--- config.mk ---
export PLATFORM = sky130hd
export DESIGN_NAME = ufl_ctrl
export DESIGN_NICKNAME = d
export VERILOG_FILES = /design/src/hdl/ufl_pkg.sv /design/src/hdl/ufl_ctrl.sv /design/src/hdl/ufl_flush.sv
export SDC_FILE = /design/constraint.sdc
export NUM_CORES = 1
export LEC_CHECK = 0
export ABC_AREA = 0
export BUFFER_PORTS_ARGS = -buffer_cell sky130_fd_sc_hd__buf_2
export CORE_ASPECT_RATIO = 1.5
export CORE_UTILIZATION = 50
export CTS_BUF_LIST = sky130_fd_sc_hd__clkbuf_4 sky130_fd_sc_hd__clkbuf_8
export DETAILED_ROUTE_END_ITERATION = 7
export PLACE_DENSITY_LB_ADDON = 0.15
export SLEW_MARGIN = 15
export SYNTH_ARGS = -nofsm -noshare
export SYNTH_HDL_FRONTEND = slang
export SYNTH_SLANG_ARGS = --single-unit
--- constraint.sdc ---
create_clock -name i_mclk -period 1.5 [get_ports i_mclk]
set_input_delay 0.075 -clock i_mclk [delete_from_list [all_inputs] [get_ports i_mclk]]
set_output_delay 0.075 -clock i_mclk [all_outputs]
set_load 0.005 [all_outputs]
--- src/hdl/ufl_pkg.sv ---
package ufl_pkg;
    // Register window offsets
    localparam logic [2:0] OFS_FIFO_SETUP = 3'h2;
    localparam logic [2:0] OFS_CHAR_FORMAT = 3'h3;
    // Fifo setup register field positions
    localparam int FS_FIFO_EN = 0;
    localparam int FS_RX_FLUSH = 1;
    localparam int FS_TX_FLUSH = 2;
    localparam int FS_TX_TRIG_LO = 4;
    localparam int FS_RX_TRIG_LO = 6;
    // Character format register field positions
    localparam int CF_LEN_LO = 0;
    localparam int CF_STOP = 2;
    localparam int CF_PAR_EN = 3;
    localparam int CF_PAR_LO = 4;
    localparam int CF_BREAK = 6;
    localparam int CF_BANK = 7;
    // Values after reset
    localparam logic RST_FIFO_EN = 1'h0;
    localparam logic [1:0] RST_TX_TRIG = 2'h0;
    localparam logic [1:0] RST_RX_TRIG = 2'h0;
    localparam logic [7:0] RST_CHAR_FORMAT = 8'h03;
    // Data length code for five bits, the only length with 1.5 stop bits
    localparam logic [1:0] LEN_FIVE = 2'h0;
    localparam logic [3:0] LEN_BASE = 4'h5;
    // Parity selections when parity is on
    typedef enum logic [1:0] {
        UFL_PAR_ODD = 2'b00,
        UFL_PAR_EVEN = 2'b01,
        UFL_PAR_MARK = 2'b10,
        UFL_PAR_SPACE = 2'b11
    } ufl_parity_t;
    // Stop bit lengths on the line
    typedef enum logic [1:0] {
        UFL_STOP_ONE = 2'b00,
        UFL_STOP_ONE_HALF = 2'b01,
        UFL_STOP_TWO = 2'b10
    } ufl_stop_t;
    // Trigger thresholds in entries, indexed by the two-bit code
    localparam logic [6:0] TX_TRIG_ENH [4] = '{7'h10, 7'h20, 7'h40, 7'h70};
    localparam logic [6:0] RX_TRIG_STD [4] = '{7'h01, 7'h04, 7'h08, 7'h0e};
    localparam logic [6:0] RX_TRIG_ENH [4] = '{7'h0f, 7'h1f, 7'h3f, 7'h6f};
    // Break (space) level; the idle line is its inverse
    localparam logic LINE_SPACE = 1'h0;
endpackage

--- src/hdl/ufl_ctrl.sv ---
`timescale 1ns/100ps
// Contract
// - Setup bit 0 enables fifo mode, resets zero
// - Setup bit 1 flushes receive fifo, self-clears
// - Setup bit 2 flushes transmit fifo, self-clears
// - Enhanced transmit trigger 16, 32, 64, 112
// - Receive trigger 1/4/8/14 or 15/31/63/111
// - Format bit 6 forces line to space
// - Format bit 7 selects divisor register bank
module ufl_ctrl
    import ufl_pkg::*;
(
    // Clock and reset
    input wire logic i_mclk,
    input wire logic i_rst_n,
    // Register window, same clock domain
    input wire logic [2:0] i_addr,
    input wire logic i_wr,
    input wire logic i_rd,
    input wire logic [7:0] i_wdata,
    output logic [7:0] o_rdata,
    output logic o_rd_hit,
    // Mode from the special function logic
    input wire logic i_enhanced,
    // Fifo control
    input wire logic i_rx_flush_done,
    input wire logic i_tx_flush_done,
    output logic o_fifo_en,
    output logic o_rx_flush,
    output logic o_tx_flush,
    output logic [6:0] o_tx_trig,
    output logic [6:0] o_rx_trig,
    // Character format
    output logic [3:0] o_data_bits,
    output ufl_stop_t o_stop,
    output logic o_parity_en,
    output ufl_parity_t o_parity,
    output logic o_bank_divisor,
    // Serial line
    input wire logic i_txd_raw,
    output logic o_txd
);
    import ufl_pkg::*;

    logic [7:0] character_format_register;
    logic fifo_wr;
    logic format_wr;
    logic [1:0] tx_trig_code;
    logic [1:0] rx_trig_code;
    logic rx_flush_req;
    logic tx_flush_req;
    logic [1:0] next_len;

    // Setup shares offset 2 with the sample clock register while banked
    assign fifo_wr = i_wr && (i_addr == OFS_FIFO_SETUP) && !character_format_register[CF_BANK];
    assign format_wr = i_wr && (i_addr == OFS_CHAR_FORMAT);
    // Writing zero to a flush bit does nothing
    assign rx_flush_req = fifo_wr && i_wdata[FS_RX_FLUSH];
    assign tx_flush_req = fifo_wr && i_wdata[FS_TX_FLUSH];

    // Fifo mode and trigger codes
    always_ff @(posedge i_mclk) begin
        if (!i_rst_n) begin
            o_fifo_en <= RST_FIFO_EN;
            tx_trig_code <= RST_TX_TRIG;
            rx_trig_code <= RST_RX_TRIG;
        end else if (fifo_wr) begin
            o_fifo_en <= i_wdata[FS_FIFO_EN];
            tx_trig_code <= i_wdata[FS_TX_TRIG_LO +: 2];
            rx_trig_code <= i_wdata[FS_RX_TRIG_LO +: 2];
        end
    end

    // Flush bits stay high until the fifo reports it is empty
    ufl_flush u_rx_flush (
        .i_mclk(i_mclk),
        .i_rst_n(i_rst_n),
        .i_req(rx_flush_req),
        .i_done(i_rx_flush_done),
        .o_busy(o_rx_flush)
    );
    ufl_flush u_tx_flush (
        .i_mclk(i_mclk),
        .i_rst_n(i_rst_n),
        .i_req(tx_flush_req),
        .i_done(i_tx_flush_done),
        .o_busy(o_tx_flush)
    );

    // The receive threshold follows the mode line at the next edge, so a mode change needs no rewrite
    always_ff @(posedge i_mclk) begin
        if (!i_rst_n) begin
            o_tx_trig <= TX_TRIG_ENH[RST_TX_TRIG];
            o_rx_trig <= RX_TRIG_STD[RST_RX_TRIG];
        end else begin
            o_tx_trig <= TX_TRIG_ENH[tx_trig_code];
            o_rx_trig <= i_enhanced ? RX_TRIG_ENH[rx_trig_code]
                                    : RX_TRIG_STD[rx_trig_code];
        end
    end

    // Character format register
    always_ff @(posedge i_mclk) begin
        if (!i_rst_n) begin
            character_format_register <= RST_CHAR_FORMAT;
        end else if (format_wr) begin
            character_format_register <= i_wdata;
        end
    end

    // Decoded format, registered so every output leaves a flip-flop
    assign next_len = format_wr ? i_wdata[CF_LEN_LO +: 2]
                                : character_format_register[CF_LEN_LO +: 2];
    always_ff @(posedge i_mclk) begin
        if (!i_rst_n) begin
            o_data_bits <= LEN_BASE + {2'h0, RST_CHAR_FORMAT[CF_LEN_LO +: 2]};
            o_stop <= UFL_STOP_ONE;
            o_parity_en <= 1'b0;
            o_parity <= UFL_PAR_ODD;
            o_bank_divisor <= 1'b0;
        end else begin
            o_data_bits <= LEN_BASE + {2'h0, character_format_register[CF_LEN_LO +: 2]};
            if (!character_format_register[CF_STOP]) begin
                o_stop <= UFL_STOP_ONE;
            end else if (character_format_register[CF_LEN_LO +: 2] == LEN_FIVE) begin
                o_stop <= UFL_STOP_ONE_HALF;
            end else begin
                o_stop <= UFL_STOP_TWO;
            end
            o_parity_en <= character_format_register[CF_PAR_EN];
            o_parity <= ufl_parity_t'(character_format_register[CF_PAR_LO +: 2]);
            o_bank_divisor <= character_format_register[CF_BANK];
        end
    end

    // Break overrides the transmitter; the raw stream keeps running underneath
    always_ff @(posedge i_mclk) begin
        if (!i_rst_n) begin
            o_txd <= ~LINE_SPACE;
        end else if (character_format_register[CF_BREAK]) begin
            o_txd <= LINE_SPACE;
        end else begin
            o_txd <= i_txd_raw;
        end
    end

    // Read port: only the format register answers here; setup is write-only
    always_ff @(posedge i_mclk) begin
        if (!i_rst_n) begin
            o_rdata <= 8'h00;
            o_rd_hit <= 1'b0;
        end else begin
            o_rd_hit <= i_rd && (i_addr == OFS_CHAR_FORMAT);
            o_rdata <= (i_rd && (i_addr == OFS_CHAR_FORMAT)) ? character_format_register : 8'h00;
        end
    end

    fifo_en_a: assert property (@(posedge i_mclk) disable iff (!i_rst_n)
        fifo_wr |=> o_fifo_en == $past(i_wdata[FS_FIFO_EN]))
        else $error("fifo mode bit not written");
    rx_flush_a: assert property (@(posedge i_mclk) disable iff (!i_rst_n)
        fifo_wr && i_wdata[FS_RX_FLUSH] |=> o_rx_flush)
        else $error("receive flush not raised");
    tx_flush_a: assert property (@(posedge i_mclk) disable iff (!i_rst_n)
        !o_tx_flush && !tx_flush_req |=> !o_tx_flush)
        else $error("transmit flush raised without a write of one");
    tx_trig_a: assert property (@(posedge i_mclk) disable iff (!i_rst_n)
        fifo_wr && i_wdata[5:4] == 2'h3 ##1 !fifo_wr |=> o_tx_trig == 7'h70)
        else $error("transmit trigger not 112");
    rx_trig_a: assert property (@(posedge i_mclk) disable iff (!i_rst_n)
        fifo_wr && i_wdata[7:6] == 2'h3 ##1 !fifo_wr && !i_enhanced
        |=> o_rx_trig == 7'h0e)
        else $error("receive trigger not 14");
    data_len_a: assert property (@(posedge i_mclk) disable iff (!i_rst_n)
        format_wr ##1 !format_wr |=> o_data_bits == 4'h5 + {2'h0, $past(next_len, 2)})
        else $error("data length decode wrong");
    break_line_a: assert property (@(posedge i_mclk) disable iff (!i_rst_n)
        character_format_register[CF_BREAK] |=> o_txd == 1'b0)
        else $error("line not held at space during break");
    bank_sel_a: assert property (@(posedge i_mclk) disable iff (!i_rst_n)
        character_format_register[CF_BANK] && i_wr && i_addr == OFS_FIFO_SETUP
        |=> $stable(o_fifo_en))
        else $error("setup written while divisor bank selected");
    stop_len_a: assert property (@(posedge i_mclk) disable iff (!i_rst_n)
        character_format_register[2:0] == 3'h4 |=> o_stop == UFL_STOP_ONE_HALF)
        else $error("five bit characters need 1.5 stop bits");
endmodule // ufl_ctrl

--- src/hdl/ufl_flush.sv ---
`timescale 1ns/100ps
module ufl_flush (
    // Clock and reset
    input wire logic i_mclk,
    input wire logic i_rst_n,
    // Request from a register write, completion from the fifo
    input wire logic i_req,
    input wire logic i_done,
    // Flush command held until done
    output logic o_busy
);
    // A request landing with done re-arms the flush so it is not lost
    always_ff @(posedge i_mclk) begin
        if (!i_rst_n) begin
            o_busy <= 1'b0;
        end else if (i_req) begin
            o_busy <= 1'b1;
        end else if (i_done) begin
            o_busy <= 1'b0;
        end
    end

    busy_clears_a: assert property (@(posedge i_mclk) disable iff (!i_rst_n)
        o_busy && i_done && !i_req |=> !o_busy)
        else $error("flush bit did not clear after done");
    req_sets_a: assert property (@(posedge i_mclk) disable iff (!i_rst_n)
        i_req |=> o_busy)
        else $error("flush request not taken");
endmodule // ufl_flush

* Word-level counts from Yosys, hierarchy flattened *
Cells that the tools add are included.

storage, ports and cells
  logic and storage cells = 51
  bits of input ports = 19
  bits in registers = 49
  output and inout bits = 37

cells by class
  add/subtract/negate cells = 1
  reductions and logical operators = 12
  order comparisons = 2
  equal/unequal tests = 2
  bitwise logic cells = 2
  mux-type cells = 16

operators with widths
  cell                                                                   count
  7-bit 2-to-1 mux                                                       7
  7-bit binary-select mux with 2-bit select                              3
  3-bit by 2-bit equality test with 1-bit output, second input constant  2
  3-bit greater-or-equal comparator, second input constant               2
  1-bit logical AND                                                      6
  2-bit inverter with 3-bit output                                       2
  1-bit 2-to-1 mux                                                       5
  3-bit by 2-bit adder with 4-bit output, first input constant           1
  2-bit AND reduction                                                    2
  2-bit nonzero test                                                     2
  2-bit logical NOT                                                      1
  2-bit 2-to-1 mux                                                       1
  1-bit logical NOT                                                      1

* Longest topological paths before layout *
Gate-level depths: netlist of the first run.

  depth after elaboration = 5
  gate-level depth with buffers = 4
  mapped depth without buffers = 3

* By module *
A second synthesis of the first run with hierarchy kept.

unflattened totals
  cells, all modules = 141
  area, all modules = 1,493.9 um^2

by module, submodules not included
  module     cells each  area an instance (um^2)  sequential area each (um^2)  instances
  ufl_ctrl   135         1,411.4                  860.8                        1
  ufl_flush  3           41.3                     20.0                         2

* Least setup slack after synthesis of the first run *
Ideal clock, no wire load.

  kind = register to register
  from = register rx_trig_code[0]
  to = register o_rx_trig[0]
  stages on the path, launching flop included = 4
  period minus slack after synthesis = 1.109 ns
  slack = 0.391 ns
  required time = 1.368 ns
  library setup time = 0.132 ns
  buffers on the path = 0
  arrival time = 0.977 ns
  cell sequence = dfxtp_1 inv_1 ha_1 or3b_2

on the way
  longest elaborated chain between the ends = 5
  elaborated cells between the ends (all ways) = 8
  classes of those cells = mux: 7; bitwise: 1

ends and longest elaborated chain
  element                                                              RTL line                        source
  start, declared                                                      ufl_ctrl.sv:49                  logic [1:0] rx_trig_code;
  start signal, assigned                                               ufl_ctrl.sv:70                  rx_trig_code <= i_wdata[FS_RX_TRIG_LO +: 2];
  2-bit inverter with 3-bit output (implied by the code) *             ufl_ctrl.sv:97, ufl_ctrl.sv:98
  7-bit binary-select mux with 2-bit select, on equally long branches  ufl_ctrl.sv:98, ufl_ctrl.sv:97
  7-bit 2-to-1 mux, on equally long branches (2 in series)             ufl_ctrl.sv:98, ufl_ctrl.sv:97
  7-bit 2-to-1 mux *                                                   ufl_ctrl.sv:97                  o_rx_trig <= i_enhanced ? RX_TRIG_ENH[rx_trig_code]
  end signal, assigned                                                 ufl_ctrl.sv:94                  o_rx_trig <= RX_TRIG_STD[RST_RX_TRIG];
  end signal, assigned                                                 ufl_ctrl.sv:97
  end, declared                                                        ufl_ctrl.sv:32                  output logic [6:0] o_rx_trig,

Every way passes the cells marked *; elsewhere a longest branch is shown, timed or not. The select of a mux whose other input is x is not followed.
A chain may end at the register's enable or synchronous reset.

* Worst setup path after layout of the first run *
Same ends and word-level chain as after synthesis.

==> flow_summary.toml, run 1 <==
[cells_and_area]
areaGrowthSynthToFinish_pct = 28.6
final_layout_size_suffix_gt1_frac = 0.342
nFillCells = 240
nNetsFinal = 218
layout_commonest_cell = "buf_2"
finish.utilization = 0.670
postLayoutCellArea_sq_mm = 0.00193
n_antenna_cell = 0
final_cell_mix = "51 x buf_2, 45 x dfxtp_1, 22 x nand2_1, 13 x and2_1, 8 x inv_1"

[setup_path]
reg2reg_to = "o_rx_trig[0]$_SDFF_PP1_"
rrSetupSlack_ns = 0.32
critPathLaunchType = "flop"
crit_path_start = "rx_trig_code[0]$_SDFFE_PN0N_"
critical_path_class = "flop to flop"
cp.required_ns = 1.67
worstPathArrival_ns = 1.35
rr_startpoint = "rx_trig_code[0]$_SDFFE_PN0N_"
endpoint_kind = "flop"
crit_end = "o_rx_trig[0]$_SDFF_PP1_"
ff2ff_path_depth = 3
path_max_fanout = 4

[die]
start_util = 0.521
coreArea_sq_mm = 0.00288
row_count = 24
dieHeight_um = 69.1
design.die.area_sq_mm = 0.00323
io_pins = 56
die-width_um = 46.7

[yosys]
ys_top_cells_by_area = "dfxtp_1 60%, nand2_1 5.5%, and2_1 5.4%"
netlist_area_sq_mm = 0.00150
syn_area_per_cell_sq_um = 10.8
synthCells = 139
seq_area_frac_synth = 0.600
ys_ff_latch = 45
synth_cell_types = 28
synth_warnings = 0
synth_top_cell_by_area = "dfxtp_1"
synth_top_area_share = 0.600

[sta]
setup_violations = 0
finalHoldViolations = 0
slew_violations = 0
post-route-period-util = 0.789
clock_skew_ns = 0.00377
grt_setup_unrepaired = "no"
layout_min_cycle_time_ns = 1.18
max_freq_mhz = 845
tns_ns = 0
timing.hold.ws_ns = 0.0158

[grt]
antenna_found_initial = 0
grt_usage = 0.195
grt_overflow = 0
grt_start_max_net_pins = 16
grt_pass1_vias = 1070
grt_pass1_wl_mm = 4.58

[route]
route.detailed.drc = 0
dr.pass1.iters = 2
num_vias = 1092
m1WireLength_mm = 1.03
route.met3.wl_um = 132
route.top_layer_used = "met4"
via_per_inst = 4.65
drt_iter0_drc = 12
dr_wl_met2_mm = 1.50
drtAntennaViolNets = 0
wirelength_mm = 2.71
wire_per_inst_um = 11.5

[clocking]
clk_pin_slew_ns = 0.08
cts_buffers = 5
clockBufferDepth = 2
post-cts-setup-buffer-count = 0
ctsRootBufferMaster = "clkbuf_8"
htree_levels = 2
clk_latency_ns = 0.29
cts_sinks = 45
cts_tree = "built"

[place]
placed_area_sq_mm = 0.00178
dp_hpwl_mm = 2.00
io_buffer_count = 51
gp_congestion = 0.747

[job]
maxCapViolations = 0

[min_path]
min_from = "i_txd_raw"
worstHoldPathType = "input port to flop"

[power_and_ir_drop]
power.total_mw = 2.39
p_leak_nw = 0.980
powerDensity_mw_per_mm2 = 1240
ir_drop_uv = 812

[outcome]
status = "finished, final reports clean"
[cell type report]
cell class                      count  area (sq um)  area share
Tap cell                           39          48.8      0.0253
Timing Repair Buffer               55           290       0.150
Multi-Input combinational cell     80           527       0.273
Sequential cell                    45           901       0.467
Clock buffer                        5          68.8      0.0356
Clock inverter                      3          65.1      0.0337
Inverter                            8          30.0      0.0156
[power by group]
group | internal, mW | switching [mW] | leakage [nW]
Clock | 0.661 | 0.388 | 0.0681
Combinational | 0.0564 | 0.0618 | 0.548
Sequential | 1.22 | 0.00879 | 0.365
Total | 1.93 | 0.459 | 0.980
[cell usage after synthesis]
cell type and number:
inv_1 8, buf_4 4, nand2_1 22, and2_1 13, nor2_1 1, or3b_2 1, buf_2 5, nand4b_2 1
or3_1 1, o21ai_0 2, xor2_1 1, nor3_4 1, nor2b_1 1, nor3b_4 1, nand3_1 2, ha_1 4
nand3_2 1, o22ai_1 2, mux2i_1 6, nand3b_4 1, o21a_1 3, and3_1 4, dfxtp_1 45, conb_1 1
nor3b_1 1, o21ai_1 5, nand2b_1 1, a21oi_1 1
[how the worst min path moves through the flow]
stage                                           endpoint  depth (start not counted)
2_1_floorplan                        o_rd_hit$_SDFF_PN0_                          1
3_3_place_gp              u_rx_flush.o_busy$_SDFFE_PN0P_                          2
3_5_place_dp              u_rx_flush.o_busy$_SDFFE_PN0P_                          2
4_1_cts        character_format_register[3]$_SDFFE_PN0P_                          3
5_1_grt        character_format_register[3]$_SDFFE_PN0P_                          3
6_report                                o_txd$_SDFF_PN1_                          3
[metrics by stage]
stage / setup WS [ns] / instances
floorplan: 0.391 / 142
global placement: 0.376 / 225
detailed placement: 0.343 / 225
CTS: 0.324 / 235
global route: 0.262 / 235
finish: 0.316 / 235
[sequential cells by signal, summed over array words and instances, names as in the netlist, 2 cells and up]
| name | flops |
|---|---|
| character_format_register | 8 |
| o_data_bits | 4 |
| o_parity | 2 |
| o_rdata | 8 |
| o_rx_trig | 7 |
| o_stop | 2 |
| o_tx_trig | 3 |
| rx_trig_code | 2 |
| tx_trig_code | 2 |
[worst max-delay path, cell delays in order, from the launching register on]
cell and delay, ns:
dfxtp_1 0.39, inv_1 0.06, ha_1 0.19, or3b_2 0.43
[metal layers]
metal  up-vias  GRT usage
met3         6     0.0628
li1        551          -
met4         0     0.0857
met1       503      0.210
met2        32      0.327
met5         -          0
[kinds of logic (layout without fill, tap and decap cells)]
family | count (synthesis) | after routing | share of synthesized area
AND/OR/NAND/NOR | 52 | 52 | 0.212
flip-flops | 45 | 45 | 0.600
buffers and inverters | 17 | 71 | 0.0567
AO/OA/AOI/OAI | 13 | 13 | 0.0500
multiplexers | 6 | 6 | 0.0400
adder cells (fa/ha/maj) | 4 | 4 | 0.0333
other | 1 | 4 | 0.00250
XOR/XNOR | 1 | 1 | 0.00583
[timing repair]
| action | in CTS | in global routing |
|---|---|---|
| endpoints found under the hold margin | 2 | 0 |
| resized for setup | 0 | 0 |
| hold buffers | 2 | 0 |
(Power assumes the default switching activity.)
==> inputs of run 2 (changes only) <==
clock period = 1.1 ns   (was 1.5 ns; I/O delays follow)
==> flow_summary.toml, run 2 (synthesized netlist as in run 1, its figures left out) <==
[clocking]
htree_levels = 2
cts_buffers = 5
cts_sinks = 45
cts_tree = "built"
clk_latency_ns = 0.28
ctsRootBufferMaster = "clkbuf_8"
clk_pin_slew_ns = 0.07
clockBufferDepth = 2

[die]
design.die.area_sq_mm = 0.00323
coreArea_sq_mm = 0.00288
start_util = 0.521
dieHeight_um = 69.1
row_count = 24
io_pins = 56
die-width_um = 46.7

[sta]
grt_setup_unrepaired = "no"
max_freq_mhz = 963
slew_violations = 0
layout_min_cycle_time_ns = 1.04
setup_violations = 0
post-route-period-util = 0.944
clock_skew_ns = 0.00245
finalHoldViolations = 0
tns_ns = 0

[place]
place_inst = 228
io_buffer_count = 51
gp_congestion = 0.691
dp_hpwl_mm = 2.03

[grt]
grt_overflow = 0
grt_pass1_vias = 1021
use_met1 = 0.203
grt_pass1_wl_mm = 4.42
use_met3 = 0.0550
grt_usage = 0.188
grt-busiest-layer = "met2"
grt.met2_usage = 0.316
grt_start_max_net_pins = 16
antenna_found_initial = 0

[setup_path]
path_max_fanout = 3
worstPathArrival_ns = 1.22
cp.required_ns = 1.28
critPathLaunchType = "flop"
critical_path_class = "flop to flop"
endpoint_kind = "flop"

[cells_and_area]
n_antenna_cell = 0
final_cell_mix = "51 x buf_2, 43 x dfxtp_1, 22 x nand2_1, 13 x and2_1, 8 x inv_1"
nNetsFinal = 223
reg.largest.list = "character_format_register: 8 flops, o_rdata: 8 flops, o_rx_trig: 7 flops"
nFillCells = 245
final_layout_size_suffix_gt1_frac = 0.360
instances_no_fill = 239
layout_commonest_cell = "buf_2"
areaGrowthSynthToFinish_pct = 28.7

[outcome]
status = "finished, final reports clean"

[power_and_ir_drop]
netSwitchingFraction = 0.202
p_leak_nw = 0.988
p_clk_frac = 0.352
intPower_mw = 2.27
powerDensity_mw_per_mm2 = 1470
power.share.combinational = 0.060
netSwitchingPower_uw = 574
seq_power_share = 0.588
ir_drop_uv = 1190

[route]
dr.pass1.iters = 4
route.detailed.drc = 0
num_vias = 1098
wirelength_mm = 2.67
drt_iter0_drc = 19
wire_per_inst_um = 11.2
via_per_inst = 4.59
drtAntennaViolNets = 0

[job]
maxCapViolations = 0

[min_path]
worstHoldPathType = "input port to flop"
[run 2: cell type report]
type / instances / area [sq um] / area share
flip-flops and latches: 45 / 903 / 0.468
multi-input cells: 80 / 529 / 0.274
well taps: 39 / 48.8 / 0.0253
inverters: 8 / 30.0 / 0.0155
repair buffers: 60 / 330 / 0.171
clock buffers: 7 / 90.1 / 0.0466
[run 2: per-layer routing]
layer  share of wire  routed length (um)  vias up
met5               0                   0        -
met4           0.023                  62        0
met3           0.051                 135        7
met2            0.54                1440       36
met1            0.39                1030      495
li1                -                   -      560
[run 2: worst paths after layout]
check	start	endpoint	slack [ns]	depth (start not counted)
worst max-delay path	rx_trig_code[0]$_SDFFE_PN0N_	o_rx_trig[6]$_SDFF_PN0_	0.06	4
worst min-delay path	i_txd_raw	o_txd$_SDFF_PN1_	0.002	3
worst max register to register	rx_trig_code[0]$_SDFFE_PN0N_	o_rx_trig[6]$_SDFF_PN0_	0.06	4
worst min register to register	character_format_register[3]$_SDFFE_PN0P_	o_rdata[3]$_SDFF_PN0_	0.45	1
[run 2: critical path, stage by stage, from the launching register on]
cell and delay, ns:
dfxtp_2 0.32, buf_4 0.12, buf_4 0.13, ha_1 0.20
and3_1 0.17
[run 2: through the flow]
| step | instance area [sq um] | hold slack, ns | power [mW] | setup slack, ns | util |
|---|---|---|---|---|---|
| floorplan | 1520 | 0.144 | 1.79 | 0.0206 | - |
| global placement | 1800 | 0.239 | 1.86 | 0.0446 | 0.625 |
| detailed placement | 1800 | 0.239 | 1.87 | 0.0140 | 0.625 |
| CTS | 1920 | 0.000444 | 2.87 | 0.00213 | 0.667 |
| global route | 1930 | 0.0120 | 2.96 | 0.0367 | 0.670 |
| finish | 1930 | 0.00216 | 2.84 | 0.0615 | 0.670 |
[run 2: repair_timing]
item                                    4_1_cts  5_1_grt
endpoints found under the setup margin        0        2
hold buffers                                  3        0
buffers inserted                              0        1
hold endpoints to repair                      3        0
gates resized for setup                       0        1
[run 2: power groups by stage]
| stage | combinational (mW) | sequential (mW) | clock [mW] |
|---|---|---|---|
| 2_1_floorplan | 0.0840 | 1.71 | 0 |
| 3_3_place_gp | 0.157 | 1.71 | 0 |
| 3_5_place_dp | 0.161 | 1.71 | 0 |
| 4_1_cts | 0.171 | 1.67 | 1.03 |
| 5_1_grt | 0.191 | 1.67 | 1.10 |
| 6_report | 0.171 | 1.67 | 0.998 |
